[src/design/stack_unit_defines.svh]
// constants of the stack push/pop unit
`ifndef STACK_UNIT_DEFINES_SVH
`define STACK_UNIT_DEFINES_SVH

// ==================================================================
// reset values
`define SU_SP_RESET     32'h0000_0000
`define SU_DATA_RESET   32'h0000_0000

// ==================================================================
// access sizes and byte lanes
`define SU_SLOT_BYTES   4
`define SU_BE_WORD      4'hf
`define SU_BE_HALF      4'h3
`define SU_BE_NONE      4'h0
`define SU_DELTA_WORD   32'h0000_0004
`define SU_DELTA_HALF   32'h0000_0002
`define SU_DELTA_ERR    32'h0000_0004
`define SU_ZERO_HALF    16'h0000

`endif

[src/design/stack_unit_pkg.sv]
// types of the stack push/pop unit
package stack_unit_pkg;

	// ==================================================================
	// commands, fault codes and states
	typedef enum logic [2:0] {
		OP_PUSH_SEL = 3'h0,
		OP_POP_SEL  = 3'h1,
		OP_PUSH_ERR = 3'h2,
		OP_FAR_CALL = 3'h3,
		OP_POP_MEM  = 3'h4
	} stack_op_t;

	typedef enum logic [1:0] {
		FLT_NONE   = 2'h0,
		FLT_BRANCH = 2'h1,
		FLT_LIMIT  = 2'h2,
		FLT_PAGE   = 2'h3
	} fault_t;

	typedef enum logic [7:0] {
		ST_IDLE  = 8'h01,
		ST_BRCHK = 8'h02,
		ST_PUSH  = 8'h04,
		ST_PUSH2 = 8'h08,
		ST_READ  = 8'h10,
		ST_WRITE = 8'h20,
		ST_DONE  = 8'h40,
		ST_FAULT = 8'h80
	} stack_state_t;

	// ==================================================================
	// carriers
	typedef struct packed {
		stack_op_t   op;
		logic        opsize32;
		logic [15:0] selector;
		logic [31:0] value;
		logic        dest_sp_base;
		logic [31:0] dest_addr;
	} stack_cmd_t;

	typedef struct packed {
		logic        stack32;
		logic        alt_sizing;
		logic        legacy_err;
		logic [31:0] limit;
	} stack_mode_t;

	typedef struct packed {
		logic        valid;
		logic        write;
		logic        stack_seg;
		logic [31:0] addr;
		logic [31:0] wdata;
		logic [3:0]  be;
	} mem_req_t;

endpackage : stack_unit_pkg

[src/design/stack_push_pop_unit.sv]
// stack push/pop sequencer with far-call ordering and stack pointer backup
`timescale 1ns/100ps
`default_nettype none
`include "stack_unit_defines.svh"

module stack_push_pop_unit
	import stack_unit_pkg::*;
(
	input  wire logic        mclk_i,
	input  wire logic        reset_n_i,
	input  wire logic        cmd_valid_i,
	input  wire stack_cmd_t  cmd_i,
	output logic             cmd_ready_o,
	input  wire stack_mode_t mode_i,
	input  wire logic        sp_wr_i,
	input  wire logic [31:0] sp_wr_data_i,
	output var mem_req_t     mem_req_o,
	input  wire logic        mem_ack_i,
	input  wire logic [31:0] mem_rdata_i,
	input  wire logic        mem_fault_i,
	output logic             br_req_o,
	input  wire logic        br_done_i,
	input  wire logic        br_limit_viol_i,
	input  wire logic        br_rights_viol_i,
	output logic             done_o,
	output logic             fault_o,
	output fault_t           fault_code_o,
	output logic [31:0]      sp_o,
	output logic [31:0]      pop_data_o
);

	// ==================================================================
	// reset release
	logic [1:0] rst_sync_reg;
	logic       rst_n;

	always_ff @(posedge mclk_i or negedge reset_n_i) begin
		if (!reset_n_i) begin
			rst_sync_reg <= 2'h0;
		end else begin
			rst_sync_reg <= {rst_sync_reg[0], 1'b1};
		end
	end

	assign rst_n = rst_sync_reg[1];

	// ==================================================================
	// helpers
	function automatic logic [31:0] sp_step(
		input logic [31:0] sp,
		input logic [31:0] delta,
		input logic        down,
		input logic        wide
	);
		logic [31:0] r;
		r = down ? (sp - delta) : (sp + delta);
		// 16-bit stack: only the low half moves, wrap stays inside 64 KB
		sp_step = wide ? r : {sp[31:16], r[15:0]};
	endfunction : sp_step

	function automatic logic [31:0] op_delta(input logic wide_op);
		op_delta = wide_op ? `SU_DELTA_WORD : `SU_DELTA_HALF;
	endfunction : op_delta

	function automatic logic [3:0] op_be(input logic wide_op);
		op_be = wide_op ? `SU_BE_WORD : `SU_BE_HALF;
	endfunction : op_be

	// ==================================================================
	// state
	stack_state_t state_reg, state_next;
	stack_cmd_t   cmd_reg, cmd_next;
	stack_mode_t  mode_reg, mode_next;
	logic [31:0]  sp_reg, sp_next;
	logic [31:0]  save_reg, save_next;
	logic [31:0]  data_reg, data_next;
	fault_t       fcode_reg, fcode_next;

	mem_req_t     req;
	logic         access;
	logic         lim_fault;
	logic         branch_fault;
	logic [31:0]  sp_addr;

	assign access       = (state_reg == ST_PUSH) || (state_reg == ST_PUSH2) ||
	                      (state_reg == ST_READ) || (state_reg == ST_WRITE);
	assign branch_fault = br_limit_viol_i || br_rights_viol_i;
	assign sp_addr      = mode_reg.stack32 ? sp_reg : {`SU_ZERO_HALF, sp_reg[15:0]};

	// ==================================================================
	// request forming
	always_comb begin
		req           = '0;
		req.stack_seg = 1'b1;
		req.addr      = sp_addr;
		case (state_reg)
			ST_PUSH: begin
				req.write = 1'b1;
				if (cmd_reg.op == OP_PUSH_ERR) begin
					req.wdata = {`SU_ZERO_HALF, cmd_reg.value[15:0]};
					if (mode_reg.legacy_err && mode_reg.stack32) begin
						req.be = `SU_BE_HALF;
					end else begin
						req.be = `SU_BE_WORD;
					end
				end else begin
					req.wdata = {`SU_ZERO_HALF, cmd_reg.selector};
					if (mode_reg.alt_sizing) begin
						req.be = op_be(cmd_reg.opsize32);
					end else begin
						req.be = `SU_BE_HALF;
					end
				end
			end
			ST_PUSH2: begin
				req.write = 1'b1;
				req.wdata = cmd_reg.value;
				req.be    = op_be(cmd_reg.opsize32);
			end
			ST_READ: begin
				if ((cmd_reg.op == OP_POP_SEL) && !mode_reg.alt_sizing) begin
					req.be = `SU_BE_HALF;
				end else begin
					req.be = op_be(cmd_reg.opsize32);
				end
			end
			ST_WRITE: begin
				req.write     = 1'b1;
				req.stack_seg = cmd_reg.dest_sp_base;
				req.wdata     = data_reg;
				req.be        = op_be(cmd_reg.opsize32);
				// pointer already advanced, so a wrapped pointer lands at zero plus index
				if (cmd_reg.dest_sp_base) begin
					req.addr = sp_addr + cmd_reg.dest_addr;
				end else begin
					req.addr = cmd_reg.dest_addr;
				end
			end
			default: begin
				req.be = `SU_BE_NONE;
			end
		endcase
	end

	stack_limit_check u_check (
		.base_i   (req.addr),
		.be_i     (req.be),
		.limit_i  (mode_reg.limit),
		.enable_i (access && req.stack_seg),
		.fault_o  (lim_fault)
	);

	// a failed limit check never reaches memory
	always_comb begin
		mem_req_o       = req;
		mem_req_o.valid = access && !lim_fault;
	end

	// ==================================================================
	// sequencer
	always_comb begin
		state_next = state_reg;
		cmd_next   = cmd_reg;
		mode_next  = mode_reg;
		sp_next    = sp_reg;
		save_next  = save_reg;
		data_next  = data_reg;
		fcode_next = fcode_reg;
		case (state_reg)
			ST_IDLE: begin
				if (cmd_valid_i) begin
					cmd_next   = cmd_i;
					mode_next  = mode_i;
					save_next  = sp_reg;
					fcode_next = FLT_NONE;
					case (cmd_i.op)
						OP_FAR_CALL: begin
							state_next = ST_BRCHK;
						end
						OP_POP_SEL, OP_POP_MEM: begin
							state_next = ST_READ;
						end
						OP_PUSH_ERR: begin
							sp_next    = sp_step(sp_reg, `SU_DELTA_ERR, 1'b1, mode_i.stack32);
							state_next = ST_PUSH;
						end
						default: begin
							sp_next    = sp_step(sp_reg, op_delta(cmd_i.opsize32), 1'b1,
							                     mode_i.stack32);
							state_next = ST_PUSH;
						end
					endcase
				end else if (sp_wr_i) begin
					sp_next = sp_wr_data_i;
				end
			end
			ST_BRCHK: begin
				if (br_done_i) begin
					if (branch_fault) begin
						fcode_next = FLT_BRANCH;
						state_next = ST_FAULT;
					end else begin
						sp_next    = sp_step(sp_reg, op_delta(cmd_reg.opsize32), 1'b1,
						                     mode_reg.stack32);
						state_next = ST_PUSH;
					end
				end
			end
			ST_PUSH: begin
				if (mem_ack_i) begin
					if (cmd_reg.op == OP_FAR_CALL) begin
						sp_next    = sp_step(sp_reg, op_delta(cmd_reg.opsize32), 1'b1,
						                     mode_reg.stack32);
						state_next = ST_PUSH2;
					end else begin
						state_next = ST_DONE;
					end
				end
			end
			ST_PUSH2: begin
				if (mem_ack_i) begin
					state_next = ST_DONE;
				end
			end
			ST_READ: begin
				if (mem_ack_i) begin
					data_next = (req.be == `SU_BE_HALF) ?
					            {`SU_ZERO_HALF, mem_rdata_i[15:0]} : mem_rdata_i;
					sp_next   = sp_step(sp_reg, op_delta(cmd_reg.opsize32), 1'b0,
					                    mode_reg.stack32);
					state_next = (cmd_reg.op == OP_POP_MEM) ? ST_WRITE : ST_DONE;
				end
			end
			ST_WRITE: begin
				if (mem_ack_i) begin
					state_next = ST_DONE;
				end
			end
			ST_DONE, ST_FAULT: begin
				state_next = ST_IDLE;
			end
			default: begin
				state_next = ST_IDLE;
			end
		endcase
		// any access fault backs the pointer up so the instruction can restart
		if (access && (lim_fault || mem_fault_i)) begin
			sp_next    = save_reg;
			data_next  = data_reg;
			fcode_next = lim_fault ? FLT_LIMIT : FLT_PAGE;
			state_next = ST_FAULT;
		end
	end

	always_ff @(posedge mclk_i or negedge rst_n) begin
		if (!rst_n) begin
			state_reg <= ST_IDLE;
			cmd_reg   <= '0;
			mode_reg  <= '0;
			sp_reg    <= `SU_SP_RESET;
			save_reg  <= `SU_SP_RESET;
			data_reg  <= `SU_DATA_RESET;
			fcode_reg <= FLT_NONE;
		end else begin
			state_reg <= state_next;
			cmd_reg   <= cmd_next;
			mode_reg  <= mode_next;
			sp_reg    <= sp_next;
			save_reg  <= save_next;
			data_reg  <= data_next;
			fcode_reg <= fcode_next;
		end
	end

	// ==================================================================
	// outputs
	assign cmd_ready_o  = (state_reg == ST_IDLE);
	assign br_req_o     = (state_reg == ST_BRCHK);
	assign done_o       = (state_reg == ST_DONE) || (state_reg == ST_FAULT);
	assign fault_o      = (state_reg == ST_FAULT);
	assign fault_code_o = fcode_reg;
	assign sp_o         = sp_reg;
	assign pop_data_o   = data_reg;

endmodule : stack_push_pop_unit
`default_nettype wire

[src/design/stack_limit_check.sv]
// per-byte segment limit check of one stack access
`timescale 1ns/100ps
`default_nettype none
`include "stack_unit_defines.svh"

module stack_limit_check (
	input  wire logic [31:0] base_i,
	input  wire logic [3:0]  be_i,
	input  wire logic [31:0] limit_i,
	input  wire logic        enable_i,
	output logic             fault_o
);

	logic [3:0] over;

	// ==================================================================
	// each enabled byte lane, carry past 4 GB counts as over the limit
	for (genvar i = 0; i < `SU_SLOT_BYTES; i++) begin : g_byte
		logic [32:0] off;
		assign off     = {1'b0, base_i} + 33'(i);
		assign over[i] = be_i[i] && (off > {1'b0, limit_i});
	end

	assign fault_o = enable_i && (|over);

endmodule : stack_limit_check
`default_nettype wire

[config.mk]
export PLATFORM = sky130hd
export DESIGN_NAME = stack_push_pop_unit
export DESIGN_NICKNAME = d
export VERILOG_FILES = /design/src/design/stack_unit_pkg.sv /design/src/design/stack_push_pop_unit.sv /design/src/design/stack_limit_check.sv
export VERILOG_INCLUDE_DIRS = /design/src /design/src/design
export SDC_FILE = /design/constraint.sdc
export NUM_CORES = 1
export LEC_CHECK = 0
export BUFFER_PORTS_ARGS = -buffer_cell sky130_fd_sc_hd__buf_2
export CAP_MARGIN = 20
export CORE_MARGIN = 4
export CORE_UTILIZATION = 58
export CTS_CLUSTER_DIAMETER = 120
export DETAILED_ROUTE_END_ITERATION = 12
export PLACE_DENSITY_LB_ADDON = 0.05
export SLEW_MARGIN = 0
export SYNTH_ARGS = -nofsm -noshare
export SYNTH_HDL_FRONTEND = slang
export SYNTH_SLANG_ARGS = --single-unit
export TNS_END_PERCENT = 10
[constraint.sdc]
create_clock -name mclk_i -period 7.8 [get_ports mclk_i]
set_clock_uncertainty 0.05 [all_clocks]
set_input_delay 1.56 -clock mclk_i [delete_from_list [all_inputs] [get_ports mclk_i]]
set_output_delay 1.56 -clock mclk_i [all_outputs]
set_load 0.02 [all_outputs]
# == After elaboration in Yosys (flattened, before gate mapping) ==
# Index checks and enable logic that the tools add are counted.
# classes
add_sub_neg,8
multipliers,0
n_div,0
order_cmp,4
eq_ne,29
shifts,0
n_mux,45
bitwise,1
reduce_logical,31
# op_table
op,n
two-way mux 32 bit,15
case mux 32 bit (4 select lines),1
greater-than comparator 33 x 32 -> 1 bit,3
case mux 32 bit (3 select lines),1
"adder 32 x 2 -> 33 bit, second input constant",2
case mux 32 bit (2 select lines),1
subtractor 32 x 3 -> 32 bit,2
two-way mux 8 bit,7
case mux 8 bit (5 select lines),1
"adder 32 x 1 -> 33 bit, second input constant",1
two-way mux 33 bit,1
adder 32 x 3 -> 32 bit,1
adder 32 bit,1
greater-than comparator 32 bit,1
"subtractor 32 x 3 -> 32 bit, second input constant",1
two-way mux 20 bit,1
two-way mux 4 bit,4
"!= test 3 x 2 -> 1 bit, second input constant",5
two-way mux 7 bit,2
"== test 3 x 2 -> 1 bit, second input constant",4
"!= test 3 x 1 -> 1 bit, second input constant",4
case mux 4 bit (3 select lines),1
logical AND 1 bit,10
case mux 5 bit (2 select lines),1
other kinds (31),47
# word_totals
register_bits,228
latch_bits,0
ram_bits,0
mem_bits_ro,0
in_bits,193
elab_cells,135
mem_count,0

# == Logic depth before layout (Yosys ltp) ==
# logic_depth
depth_word,13
mapped_depth,35

# == Hierarchy ==
# Synthesis repeated with hierarchy kept, for this count alone.
# unflattened
hier_cells,2175
area_unflattened_um2,19501.2
# by_module_without_submodules
module,n_inst,cells_each,area_each_um2,seq_area_each_um2
stack_push_pop_unit,1,1544,14881.8,5706.7
stack_limit_check,1,631,4619.4,0.0

# == Least setup slack after synthesis ==
# OpenSTA, ideal clock, no wires.
# synth_timing
path_type,register to output
startpoint,reg mode_reg[34] (netlist name)
endpoint,out mem_req_o[70] (netlist name)
arrival_time_ps,5980
required_ps,6190
path_slack_ps,210
path_stages_with_launch,31
path_buffers,3
path_cell_list,dfrtp_1 clkbuf_1 clkbuf_1 clkbuf_1 and2_1 ha_1 and4_1 a2bb2oi_1 o31ai_1 nand2_1 o21ai_0 o31ai_2 and2_1 nand2b_1 or2_1 or3_1 nor2_1 nand2_1 xnor2_1 ha_1 a21o_1 a21o_1 a21oi_1 nand2_1 a21oi_1 a41oi_1 nand4_1 or3b_2 nor2_1 nor2_1 nor2_1
# synth_rtl
element,line_no,rtl
"start, declared",stack_push_pop_unit.sv:73,"stack_mode_t mode_reg, mode_next;"
"start signal, assigned",stack_push_pop_unit.sv:267,mode_reg <= mode_next;
"end, declared",stack_push_pop_unit.sv:17,"output var mem_req_t mem_req_o,"

==> flow_summary.json <==
{
  "status": "complete, but fails checks",
  "failed_checks": "setup timing",
  "cap_violations": 0,
  "wl_per_cell_um": 21.1,
  "clk_pin_slew_ns": 0.06,
  "worstSkewPairLatency_ns": 0.59,
  "p_total_mw": 12.1,
  "layout-drive-gt1-share": 0.297,
  "avgSynthCellArea_um2": 8.69,
  "ys_async_sr_fraction": 1.00,
  "final_max_slew_viol_count": 0,
  "h-tree-depth": 1,
  "grt_max_degree": 183,
  "cellPowerDensity_mw_per_mm2": 506,
  "die_w_um": 193,
  "r2r_cells": 27,
  "port_buffers": 333,
  "tritoncts": "yes",
  "hold_buffers": 0,
  "dieHeight_um": 193,
  "gr-max-usage-layer": "met2",
  "layout_min_cycle_time_ns": 7.81,
  "firstDrtPassIters": 8,
  "via_per_inst": 6.19,
  "setup_ws_ns": -0.00702,
  "syn_nets": 2675,
  "peakVddDrop_mv": 0.362,
  "hold_violations": 0,
  "root_buffer": "clkbuf_16",
  "grt_pass1_vias": 18851,
  "grt_pass1_wl_mm": 102,
  "relSlewSlack": 0.259,
  "synth_edf_count": 0,
  "setup_viol": 1,
  "layout_commonest_cell": "buf_2",
  "min_path_type": "reg2async",
  "synth_warnings": 0,
  "rr_endpoint": "pop_data_o[27]",
  "slowest_stage": "or3b_4",
  "endpoint_kind": "output pin",
  "max_stage_delay_ns": 0.49,
  "fmax_mhz": 128,
  "grt.total_usage": 0.340,
  "worstSetupPathType": "reg2out",
  "coreArea_mm2": 0.0337,
  "critPathCapture": "mem_req_o[70]",
  "p_leak_nw": 11.4,
  "fin_crit_sh": 1.00,
  "drt-total-wl_mm": 66.1,
  "use_met2": 0.560,
  "fin_nets": 3046,
  "yosys.area.top_type_share": 0.286,
  "synthTopCellsByArea": "dfrtp_1 29%, ha_1 12%, mux2_2 9.5%, xnor2_1 5.2%, nand2_1 4.1%",
  "grt_overflow": 0,
  "crit_start": "sp_o[0]",
  "dieArea_mm2": 0.0373,
  "arrival_ns": 6.20,
  "path_cells": "ha_2 -> inv_2 -> fa_2 -> nor2b_4 -> o31ai_4 -> o31a_2 -> a2111o_1 -> buf_4 -> mux2_2 -> o211ai_1 -> buf_4 -> inv_1 -> ha_1 -> a21o_1 -> a21oi_1 -> a21oi_1 -> o21a_1 -> a2111oi_0 -> a31oi_1 -> or3b_4 -> nor2_2 -> nor2_1 -> nor2_1 -> buf_4",
  "fill_cells": 2703,
  "grtUsageMet1": 0.459,
  "r2r_start": "sp_o[0]",
  "grt_setup_unrepaired": "true",
  "ys_seq_area_frac": 0.287,
  "antenna_found_initial": 2,
  "use_met3": 0.0447,
  "syn2layout_area_growth_pct": 20.6,
  "synthFlopType": "dfrtp_1",
  "regToRegSetupSlack_ns": 0.78,
  "start_util": 0.590,
  "largest_reg_flops": 85,
  "worst_slew_pin_slew_ns": 1.11,
  "design_area_mm2": 0.0240,
  "cp_max_fo": 5,
  "cpMostUsedCell": "buf_4",
  "synth-seq-cells": 228,
  "clockBufferDepth": 3,
  "synth_largest_area_cell": "dfrtp_1",
  "required_ns": 6.19,
  "final_cell_mix": "332 x buf_2, 223 x dfrtp_1, 211 x nand2_1",
  "gp_congestion": 0.999,
  "ant_nets": 0,
  "row_count": 67,
  "drt_iter0_markers": 1710,
  "syn_inst": 2288,
  "placed_area_mm2": 0.0225,
  "numCtsBuffers": 27,
  "drc": 0,
  "cts.sinks": 228,
  "num_vias": 19377,
  "preCtsSetupSlack_ns": 0.0846,
  "syn_area_mm2": 0.0199,
  "synth_cell_type_count": 102,
  "io-pin-count": 334,
  "dp_hpwl_mm": 50.9,
  "worstSetupStartpointType": "register"
}
-- worst max-delay path: cells and delay by family (launching register included) --
kind / cells / cell delay [ns]
buffers and inverters: 5 / 0.70
flip-flops: 1 / 0.36
AND/OR/NAND/NOR: 5 / 0.93
multiplexers: 1 / 0.27
AO/OA/AOI/OAI: 10 / 2.48
adder cells (fa/ha/maj): 3 / 0.90
-- timing repair --
item	4_1_cts	5_1_grt
endpoints found under the hold margin	0	0
resized for setup	52	50
setup buffers	11	7
pin swaps	17	28
endpoints found under the setup margin	1	1
-- where the power goes --
| group | switching [mW] | total, mW | internal [mW] |
|---|---|---|---|
| combinational | 4.97 | 8.47 | 3.50 |
| clock | 0.554 | 1.37 | 0.814 |
| sequential | 0.497 | 2.28 | 1.79 |
-- area by class of cell --
type,count,area [um^2],area share
repair buffers,448,2580,0.108
multi-input cells,1838,13700,0.572
well taps,448,561,0.0234
inverters,116,435,0.0182
clock inverters,14,208,0.00867
diodes,4,10.0,0.000418
flip-flops and latches,228,5710,0.238
clock buffers,36,749,0.0313
-- metrics by stage --
| step | hold WS [ns] | util | std cells | TNS, ns |
|---|---|---|---|---|
| final | 0.302 | 0.711 | 3132 | -0.00702 |
| after global routing | 0.338 | 0.711 | 3128 | -0.228 |
| after CTS | 0.319 | 0.703 | 3121 | -0.0206 |
| after detailed placement | 0.306 | 0.666 | 3060 | 0 |
| after global placement | 0.294 | 0.666 | 3060 | 0 |
| after floorplan | 0.281 | - | 2288 | 0 |
-- kinds of logic after synthesis --
| group | count (synthesis) | share of synthesized area |
|---|---|---|
| mux | 181 | 0.102 |
| other cells | 1 | 0.000189 |
| simple gates | 692 | 0.171 |
| buf+inv | 222 | 0.0452 |
| compound gates | 610 | 0.201 |
| flops | 228 | 0.287 |
| xor+xnor | 157 | 0.0692 |
| fa+ha+maj | 197 | 0.125 |
-- worst min-delay path by stage --
stage | start | endpoint | slack (ns) | cells after the start
final | rst_sync_reg[1] | save_reg[7] | 0.30 | 0
after global routing | rst_sync_reg[0] | rst_sync_reg[1] | 0.34 | 0
after CTS | rst_sync_reg[0] | rst_sync_reg[1] | 0.32 | 0
after detailed placement | rst_sync_reg[0] | rst_sync_reg[1] | 0.31 | 0
after global placement | rst_sync_reg[0] | rst_sync_reg[1] | 0.29 | 0
after floorplan | rst_sync_reg[0] | rst_sync_reg[1] | 0.28 | 0
-- per-layer routing --
metal  part of all wire  vias to the layer above
li1                   -                     9077
met1               0.42                     9349
met2               0.47                      784
met3              0.068                      163
met4              0.045                        4
met5            0.00048                        -
-- cell usage after synthesis (12+ instances only) --
library cell / instances
o21a_1: 17
or2_2: 13
nor2_1: 148
and3_1: 30
o21bai_1: 12
mux2_2: 167
buf_2: 27
or3_1: 17
a21o_1: 56
mux2i_1: 13
o211ai_1: 53
nand2b_1: 19
xor2_1: 39
a211oi_1: 13
o21ai_1: 29
a31oi_1: 16
and2_1: 23
o21ai_0: 150
o31ai_1: 13
nor3_1: 43
nand4_1: 40
nand3_1: 64
a21oi_1: 135
dfrtp_1: 227
nor2b_1: 23
ha_1: 191
nand2_1: 217
xnor2_1: 118
inv_1: 111
clkbuf_1: 65
Note: power is estimated with default switching activity, not from simulation.
